### config.mk
export PLATFORM = sky130hd
export DESIGN_NAME = serial_host_and_parallel_out
export DESIGN_NICKNAME = d
export VERILOG_FILES = /design/src/serial_host_and_parallel_out_end.v /design/src/serial_host_and_parallel_out.v
export VERILOG_INCLUDE_DIRS = /design/src
export SDC_FILE = /design/constraint.sdc
export NUM_CORES = 1
export LEC_CHECK = 0
export BUFFER_PORTS_ARGS = -buffer_cell sky130_fd_sc_hd__buf_2
export CAP_MARGIN = 30
export CORE_MARGIN = 3
export CORE_UTILIZATION = 60
export DETAILED_ROUTE_END_ITERATION = 10
export PLACE_DENSITY = 0.87
export SLEW_MARGIN = 20
export SYNTH_ARGS = -nofsm -noshare
export SYNTH_HDL_FRONTEND = slang
export SYNTH_SLANG_ARGS = --single-unit
### constraint.sdc
create_clock -name sys_clk_in -period 21 [get_ports sys_clk_in]
set_input_delay 4.2 -clock sys_clk_in [delete_from_list [all_inputs] [get_ports sys_clk_in]]
set_output_delay 4.2 -clock sys_clk_in [all_outputs]
set_load 0.005 [all_outputs]
### src/serial_host_defs.vh
// constants for the serial host port and parallel output block
`ifndef SERIAL_HOST_DEFS_VH
`define SERIAL_HOST_DEFS_VH

// frame layout
`define FRAME_BITS        16
`define FRM_READ_BIT      15
`define FRM_BCAST_N_BIT   14
`define FRM_OP_HI         13
`define FRM_OP_LO         12
`define FRM_CH_HI         11
`define FRM_CH_LO         8

// operation codes, bits 13:12
`define OP_RESERVED       2'h0
`define OP_LOAD_ADDRESS   2'h1
`define OP_WRITE_DATA     2'h2
`define OP_WRITE_COMMAND  2'h3
`define OP_READ_LOW_LOAD  2'h0
`define OP_READ_HIGH      2'h1

// byte commands and serial write addresses
`define CMD_CHANNEL       8'h00
`define WADDR_SYNC        8'h03
`define WADDR_TEST_CFG    8'h04
`define TEST_STROBE_BIT   0

// parallel port sequence points
`define SEQ_LOW_START     5'h00
`define SEQ_LOW_UPPER     5'h01
`define SEQ_HIGH_START    5'h10
`define SEQ_HIGH_UPPER    5'h11

// avalon register word indices, compared with address bits 3:2
`define AV_CTRL           2'h0
`define AV_STATUS         2'h1
`define AV_ADDRESS        2'h2
`define AV_SYNC           2'h3
`define CTRL_FREE_RUN_BIT 0

// reset values
`define RST_READ_ADDR     8'h00
`define RST_CHANNEL       4'h0
`define RST_CTRL          1'h0

`endif

### src/serial_host_and_parallel_out_end.v
// spare design file, the block's logic lives in the main design file

### src/serial_host_and_parallel_out.v
// serial host port with parallel output port and avalon control slave
// How it works
// - separate 16-bit in and out shifters, one shared 8-bit address register
// - writes carry one byte, reads return 16-bit words, frames are 16 bits
// - read data appears during the frame after the request
// - byte command fires only once its frame has finished
// - channel command latches own address from the four strap pins
// - slave only, never starts a transfer; host starts them all
// - serial output is open drain and doubles as ready
// - serial input sampled on every rising serial clock edge while selected
// - output shifter advances one bit on every rising serial clock edge while selected
// - frame: read flag, broadcast_n, op, channel, payload byte
// - write ops: 01 address, 10 data, 11 command, 00 reserved
// - read ops: 00 load hold, low word; 01 high word; 1x hold only
// - broadcast low reaches all on writes; reads and other writes reach only matching channel
// - low read load waits for sequence equal sync unless free running
// - serial output held low while a read load waits
// - parallel port streams selected register as two 16-bit halves
// - after reset the parallel port shows read address zero
// - upper parallel byte changes one clock after lower byte
// - word select level tells which half is on the pins
// - address loads and low word read requests change parallel output selection
//
// Register access over Avalon-MM and the register offsets are this design's own decisions.
`include "serial_host_defs.vh"
`default_nettype none

module serial_host_and_parallel_out (
	// clock and reset
	input  wire        sys_clk_in,
	input  wire        rst_in,
	// serial link pins
	input  wire        serial_clk_in,
	input  wire        serial_select_n_in,
	input  wire        serial_in_in,
	output reg         serial_out_ready_out,
	output reg         serial_out_ready_oe_out,
	// address straps
	input  wire [3:0]  channel_strap_pins_in,
	// register datapath side
	output reg  [7:0]  read_addr_out,
	input  wire [31:0] read_data_in,
	output reg         reg_wr_strobe_out,
	output reg  [7:0]  reg_wr_data_out,
	output reg         cmd_strobe_out,
	output reg  [7:0]  cmd_code_out,
	// parallel port
	output reg  [15:0] par_data_out,
	output reg         word_half_select_out,
	output reg         strobe_pin_out,
	// avalon slave
	input  wire [3:0]  avs_address_in,
	input  wire        avs_read_in,
	input  wire        avs_write_in,
	input  wire [31:0] avs_writedata_in,
	input  wire [3:0]  avs_byteenable_in,
	output reg  [31:0] avs_readdata_out,
	output reg         avs_waitrequest_out
);

	// synchronisers
	reg        sclk_s1_reg;
	reg        sclk_s2_reg;
	reg        sclk_s3_reg;
	reg        sel_s1_reg;
	reg        sel_s2_reg;
	reg        sdi_s1_reg;
	reg        sdi_s2_reg;
	reg [3:0]  strap_s1_reg;
	reg [3:0]  strap_s2_reg;

	// serial engine
	reg [15:0] in_shift_reg;
	reg [15:0] out_shift_reg;
	reg [4:0]  bit_cnt_reg;
	reg        frame_done_reg;
	reg [15:0] frame_word_reg;
	reg [31:0] hold_reg;
	reg        load_wait_reg;
	reg        drive_reg;
	reg [3:0]  channel_reg;
	reg [7:0]  sync_reg;
	reg        strobe_en_reg;

	// sequence and parallel port
	reg [4:0]  seq_reg;
	reg [31:0] par_snap_reg;

	// control register
	reg        free_run_reg;

	wire sclk_rise;
	wire sel_active;
	wire frame_last;
	wire [15:0] in_shift_next;
	wire f_read;
	wire f_bcast_n;
	wire [1:0] f_op;
	wire [3:0] f_ch;
	wire [7:0] f_pay;
	wire w_hit;
	wire r_hit;
	wire load_now;
	wire av_req;
	wire av_do;

	// write target check: broadcast or own channel
	function ch_hit;
		input       bcast_n;
		input       use_bcast;
		input [3:0] ch;
		input [3:0] mine;
		begin
			ch_hit = (use_bcast & ~bcast_n) | (bcast_n & (ch == mine));
		end
	endfunction

	// edge found from stages two and three; stage one is never read here
	assign sclk_rise     = sclk_s2_reg & ~sclk_s3_reg;
	assign sel_active    = ~sel_s2_reg;
	assign frame_last    = sclk_rise & sel_active & (bit_cnt_reg == 5'h0f);
	assign in_shift_next = {in_shift_reg[14:0], sdi_s2_reg};

	assign f_read    = frame_word_reg[`FRM_READ_BIT];
	assign f_bcast_n = frame_word_reg[`FRM_BCAST_N_BIT];
	assign f_op      = frame_word_reg[`FRM_OP_HI:`FRM_OP_LO];
	assign f_ch      = frame_word_reg[`FRM_CH_HI:`FRM_CH_LO];
	assign f_pay     = frame_word_reg[7:0];

	// reads are never broadcast: single-channel systems send channel zero
	assign w_hit = ch_hit(f_bcast_n, 1'b1, f_ch, channel_reg);
	assign r_hit = ch_hit(1'b1, 1'b0, f_ch, channel_reg);

	assign load_now = load_wait_reg &
		(free_run_reg | (seq_reg == sync_reg[4:0]));

	assign av_req = avs_read_in | avs_write_in;
	assign av_do  = av_req & ~avs_waitrequest_out;

	// pin synchronisers, first stage feeds only the second
	always @(posedge sys_clk_in or posedge rst_in) begin
		if (rst_in) begin
			sclk_s1_reg  <= 1'b0;
			sclk_s2_reg  <= 1'b0;
			sclk_s3_reg  <= 1'b0;
			sel_s1_reg   <= 1'b1;
			sel_s2_reg   <= 1'b1;
			sdi_s1_reg   <= 1'b0;
			sdi_s2_reg   <= 1'b0;
			strap_s1_reg <= 4'h0;
			strap_s2_reg <= 4'h0;
		end else begin
			sclk_s1_reg  <= serial_clk_in;
			sclk_s2_reg  <= sclk_s1_reg;
			sclk_s3_reg  <= sclk_s2_reg;
			sel_s1_reg   <= serial_select_n_in;
			sel_s2_reg   <= sel_s1_reg;
			sdi_s1_reg   <= serial_in_in;
			sdi_s2_reg   <= sdi_s1_reg;
			strap_s1_reg <= channel_strap_pins_in;
			strap_s2_reg <= strap_s1_reg;
		end
	end

	// bit counting and shifting, only while the host selects us
	always @(posedge sys_clk_in or posedge rst_in) begin
		if (rst_in) begin
			in_shift_reg   <= 16'h0000;
			bit_cnt_reg    <= 5'h00;
			frame_done_reg <= 1'b0;
			frame_word_reg <= 16'h0000;
		end else begin
			frame_done_reg <= 1'b0;
			if (!sel_active) begin
				// an aborted frame is dropped, never decoded
				bit_cnt_reg <= 5'h00;
			end else if (sclk_rise) begin
				in_shift_reg <= in_shift_next;
				if (frame_last) begin
					bit_cnt_reg    <= 5'h00;
					frame_done_reg <= 1'b1;
					frame_word_reg <= in_shift_next;
				end else begin
					bit_cnt_reg <= bit_cnt_reg + 5'h01;
				end
			end
		end
	end

	// frame decode; frame_done pulses after the 16th edge
	always @(posedge sys_clk_in or posedge rst_in) begin
		if (rst_in) begin
			read_addr_out     <= `RST_READ_ADDR;
			reg_wr_strobe_out <= 1'b0;
			reg_wr_data_out   <= 8'h00;
			cmd_strobe_out    <= 1'b0;
			cmd_code_out      <= 8'h00;
			channel_reg       <= `RST_CHANNEL;
			sync_reg          <= 8'h00;
			strobe_en_reg     <= 1'b0;
			hold_reg          <= 32'h00000000;
			load_wait_reg     <= 1'b0;
			drive_reg         <= 1'b0;
			out_shift_reg     <= 16'hffff;
		end else begin
			reg_wr_strobe_out <= 1'b0;
			cmd_strobe_out    <= 1'b0;
			if (sclk_rise && sel_active) begin
				out_shift_reg <= {out_shift_reg[14:0], 1'b1};
			end
			if (load_now) begin
				// address settled a cycle ago, datapath word is valid
				hold_reg      <= read_data_in;
				out_shift_reg <= read_data_in[15:0];
				load_wait_reg <= 1'b0;
			end
			if (frame_done_reg) begin
				// every read frame ends the previous answer
				if (f_read) begin
					drive_reg     <= 1'b0;
					out_shift_reg <= 16'hffff;
				end
				if (!f_read && w_hit) begin
					if (f_op == `OP_LOAD_ADDRESS) begin
						read_addr_out <= f_pay;
					end else if (f_op == `OP_WRITE_DATA) begin
						reg_wr_strobe_out <= 1'b1;
						reg_wr_data_out   <= f_pay;
						if (read_addr_out == `WADDR_SYNC) begin
							sync_reg <= f_pay;
						end
						if (read_addr_out == `WADDR_TEST_CFG) begin
							strobe_en_reg <= f_pay[`TEST_STROBE_BIT];
						end
					end else if (f_op == `OP_WRITE_COMMAND) begin
						cmd_strobe_out <= 1'b1;
						cmd_code_out   <= f_pay;
					end
				end
				if (!f_read && !f_bcast_n && f_op == `OP_WRITE_COMMAND &&
					f_pay == `CMD_CHANNEL) begin
					channel_reg <= strap_s2_reg;
				end
				if (f_read && r_hit) begin
					drive_reg <= 1'b1;
					if (f_op == `OP_READ_LOW_LOAD) begin
						read_addr_out <= f_pay;
						load_wait_reg <= 1'b1;
					end else if (f_op == `OP_READ_HIGH) begin
						out_shift_reg <= hold_reg[31:16];
					end else begin
						out_shift_reg <= hold_reg[15:0];
					end
				end
			end
		end
	end

	// open drain output: only ever pulls low
	always @(posedge sys_clk_in or posedge rst_in) begin
		if (rst_in) begin
			serial_out_ready_out    <= 1'b0;
			serial_out_ready_oe_out <= 1'b0;
		end else begin
			serial_out_ready_out    <= 1'b0;
			serial_out_ready_oe_out <= load_wait_reg |
				(drive_reg & ~out_shift_reg[15]);
		end
	end

	// sequence counter wraps every 32 clocks
	// sync match uses only the low five bits of the sync byte
	always @(posedge sys_clk_in or posedge rst_in) begin
		if (rst_in) begin
			seq_reg <= 5'h00;
		end else begin
			seq_reg <= seq_reg + 5'h01;
		end
	end

	// parallel port, upper byte lags to spread switching current
	always @(posedge sys_clk_in or posedge rst_in) begin
		if (rst_in) begin
			par_snap_reg         <= 32'h00000000;
			par_data_out         <= 16'h0000;
			word_half_select_out <= 1'b0;
			strobe_pin_out       <= 1'b0;
		end else begin
			strobe_pin_out <= 1'b0;
			if (seq_reg == `SEQ_LOW_START) begin
				par_snap_reg         <= read_data_in;
				par_data_out[7:0]    <= read_data_in[7:0];
				word_half_select_out <= 1'b0;
			end else if (seq_reg == `SEQ_LOW_UPPER) begin
				par_data_out[15:8] <= par_snap_reg[15:8];
				strobe_pin_out     <= strobe_en_reg;
			end else if (seq_reg == `SEQ_HIGH_START) begin
				par_data_out[7:0]    <= par_snap_reg[23:16];
				word_half_select_out <= 1'b1;
			end else if (seq_reg == `SEQ_HIGH_UPPER) begin
				par_data_out[15:8] <= par_snap_reg[31:24];
				strobe_pin_out     <= strobe_en_reg;
			end
		end
	end

	// avalon slave, one wait state on every access
	// misaligned reads give zero; misaligned writes and writes to any word but control are dropped
	always @(posedge sys_clk_in or posedge rst_in) begin
		if (rst_in) begin
			avs_waitrequest_out <= 1'b1;
			avs_readdata_out    <= 32'h00000000;
			free_run_reg        <= `RST_CTRL;
		end else begin
			avs_waitrequest_out <= 1'b1;
			if (av_req && avs_waitrequest_out) begin
				avs_waitrequest_out <= 1'b0;
				avs_readdata_out    <= 32'h00000000;
				if (avs_address_in[1:0] != 2'h0) begin
					avs_readdata_out <= 32'h00000000;
				end else if (avs_address_in[3:2] == `AV_CTRL) begin
					avs_readdata_out <= {31'h0, free_run_reg};
				end else if (avs_address_in[3:2] == `AV_STATUS) begin
					avs_readdata_out <= {26'h0, sel_active,
						load_wait_reg, channel_reg};
				end else if (avs_address_in[3:2] == `AV_ADDRESS) begin
					avs_readdata_out <= {24'h0, read_addr_out};
				end else begin
					avs_readdata_out <= {24'h0, sync_reg};
				end
			end
			if (av_do && avs_write_in && avs_byteenable_in[0] &&
				avs_address_in == 4'h0) begin
				free_run_reg <= avs_writedata_in[`CTRL_FREE_RUN_BIT];
			end
		end
	end

endmodule

`default_nettype wire

==> results.yml <==
cts:
  cts_resized: 0
  cts_tree: "yes"
  htree_levels: 4
  cts_hold_buf: 0
  clock_sinks: 199
  root_buffer: "clkbuf_16"
  path_clk_slew_ps: 60
  postCtsSetupRepairBufs: 0
  insertion_delay_ps: 430
  clk_path_buf_depth: 2
  cts-buffers-inserted: 17
finish:
  fin_util_pct: 72.0
  multi_input_area_um2: 3240
  area_delta_synth_final_pct: 14.9
  seq_area_um2: 5000
  fillCellCount: 859
  drive_above_1_share_pct: 43.1
  nets: 812
  largest_register_ff_count: 32
timing:
  fin_setup_tns_ps: 0
  slew_headroom_pct: 45.9
  finalClockSkew_ps: 7.79
  drv_slew: 0
  clock.fmax_mhz: 189
  min_period_over_period_pct: 25.2
  tightest_slew_ps: 807
  final_hold_viol_count: 0
  rsz0062_at_grt: "false"
  setup_viol: 0
  period_minus_slack_ps: 5300
critical_path:
  cp.required_ps: 16800
  reg2reg_from: "channel_reg[0]$_DFFE_PP0P_"
  cpPeakStageDelay_ps: 500
  worstPathArrival_ps: 1100
  end_kind: "output pin"
  crit_path_start_kind: "register"
  critical_path_class: "register to output pin"
  path_cells: "buf_2"
  startpoint: "read_addr_out[2]$_DFFE_PP0P_"
  critPathSlowestCell: "dfrtp_1"
  path_buf_inv: 1
  worst-path-max-fanout: 5
  crit_family: "flip-flops"
min_path:
  hp-class: "register to register"
  worstHoldStart: "sclk_s1_reg$_DFF_PP0_"
routing:
  drt-met1-wl_um: 7350
  routed_wl_um: 17600
  detail_route.first_pass.iterations: 4
  wire_per_inst_um: 19.3
  drtIter0Drc: 430
  vias_per_cell: 5.79
  highest_layer: "met4"
  num_vias: 5272
  wl_met2_um: 8950
  remaining_drc_errors: 0
  wl_met3_um: 951
  ant_nets: 0
pwr:
  p_leak_nw: 4.65
  vdd_ir_drop_max_uv: 58.6
  power_density_nw_per_um2: 78.5
  power_uw: 763
synth:
  synth_flop_cell: "dfrtp_1"
  synthCells: 617
  synth_cell_types: 44
  syn_area_um2: 8460
  synth-adder-area-share_pct: 1.18
  ys_warn_count: 0
  synth_top_family_by_area: "multiplexers"
  ys_seq_area_share_pct: 59.1
  synth_edf_count: 0
  ys_async_sr_fraction_pct: 100
  synth-xor-area-share_pct: 1.45
  muxShareOfSynthArea_pct: 24.4
  synth_compound_area_share_pct: 5.01
  synthSimpleGateAreaFrac_pct: 4.85
  ys_ff_latch: 199
  avgSynthCellArea_um2: 13.7
global_route:
  grt_use_total_pct: 23.6
  grt_start_max_net_pins: 115
  first_global_vias: 5681
  antenna_found_initial: 1
  grt_pass1_wl_um: 29200
  grt-ovfl-total: 0
place:
  place.gp.congestion: 0.822
  portBuffers: 102
  hpwl_um: 11700
die:
  fp.dieH_um: 125
  core_um2: 13500
  ios: 162
  rows: 42
  die_w_um: 125
  start_util_pct: 62.7
  die_area_um2: 15600
run_status:
  status: "finished, final reports clean"
flow_run:
  drv_cap: 0
-- through the flow --
stage	area, µm²	hold slack, ps	setup slack [ps]	std cells
after detailed placement	9130	336	15240	878
after CTS	9720	350	15690	910
final	9720	348	15700	911
after global placement	9060	337	15090	874
after floorplan	8550	331	11410	641
after global routing	9720	355	15560	911
-- placed cells by master (no fill, tap or decap), types with 2 or more instances in the layout --
cell        count
clkbuf_1        4
clkinvlp_4      2
a22oi_1        19
bufinv_16       2
nand4_1         2
buf_2         103
inv_1           9
o22ai_1         8
clkinv_2        2
nand2_1        30
dfstp_2        19
nand3_1         7
buf_4           7
nand2b_1        2
xor2_1          7
dfrtp_1       180
nor2_1         16
mux2i_1        42
mux2_2        144
clkbuf_8        4
nor2b_1         4
ha_1            8
xnor2_1         7
nor3_1          4
a21oi_1         9
nor4_1          3
buf_16          2
o21ai_0        22
conb_1         25
and3_2          2
clkbuf_16      17
-- cell usage after synthesis, drive strengths merged, types with 2 or more instances --
master / n / area [µm²]
a21oi: 9 / 45.0
a22oi: 19 / 143
and3: 2 / 15.0
buf: 32 / 226
clkbuf: 19 / 71.3
dfrtp: 180 / 4500
dfstp: 19 / 499
ha: 8 / 100
inv: 10 / 37.5
mux2: 144 / 1620
mux2i: 42 / 420
nand2: 30 / 113
nand2b: 2 / 12.5
nand3: 7 / 35.0
nand4: 2 / 12.5
nor2: 17 / 63.8
nor2b: 5 / 31.3
nor3: 4 / 20.0
nor4: 5 / 52.6
o21ai: 22 / 110
o22ai: 8 / 50.1
o31ai: 2 / 15.0
xnor2: 7 / 61.3
xor2: 7 / 61.3
-- kinds of logic after synthesis --
logic type / Yosys count
flip-flops: 199
multiplexers: 187
AND/OR/NAND/NOR: 81
AO/OA/AOI/OAI: 66
buffers and inverters: 61
XOR/XNOR: 14
adder cells (fa/ha/maj): 8
other: 1
-- final cells by class --
cell class / instances / area share (%)
repair buffers: 112 / 6.41
diodes: 1 / 0.0257
inverters: 10 / 0.463
clock buffers: 25 / 5.10
multi-input cells: 381 / 33.3
well taps: 176 / 2.26
clock inverters: 7 / 0.965
flip-flops and latches: 199 / 51.5
-- layer usage --
layer / vias to the layer above / track usage, %
li1: 2360 / -
met3: 26 / 5.66
met2: 192 / 39.4
met4: 0 / 8.64
met1: 2694 / 30.1
met5: - / 0
-- power breakdown --
group / switching, mW / total [mW] / internal (mW) / leakage, nW
Clock: 0.133 / 0.321 / 0.188 / 0.283
Sequential: 0.00956 / 0.407 / 0.397 / 2.56
Combinational: 0.0196 / 0.0353 / 0.0157 / 1.80
-- path summary, 6_finish.rpt --
kind,cells after the start,endpoint,slack [ps]
min,0,sclk_s2_reg$_DFF_PP0_,350
max,1,read_addr_out[2],15700
max reg2reg,5,sync_reg[1]$_DFFE_PP0P_,18010
min reg2reg,0,sclk_s2_reg$_DFF_PP0_,350
max in group asynchronous,4,out_shift_reg[2]$_DFF_PP1_,15780
min in group asynchronous,2,sclk_s2_reg$_DFF_PP0_,3880
No activity file was read; power rests on OpenSTA's default activity.
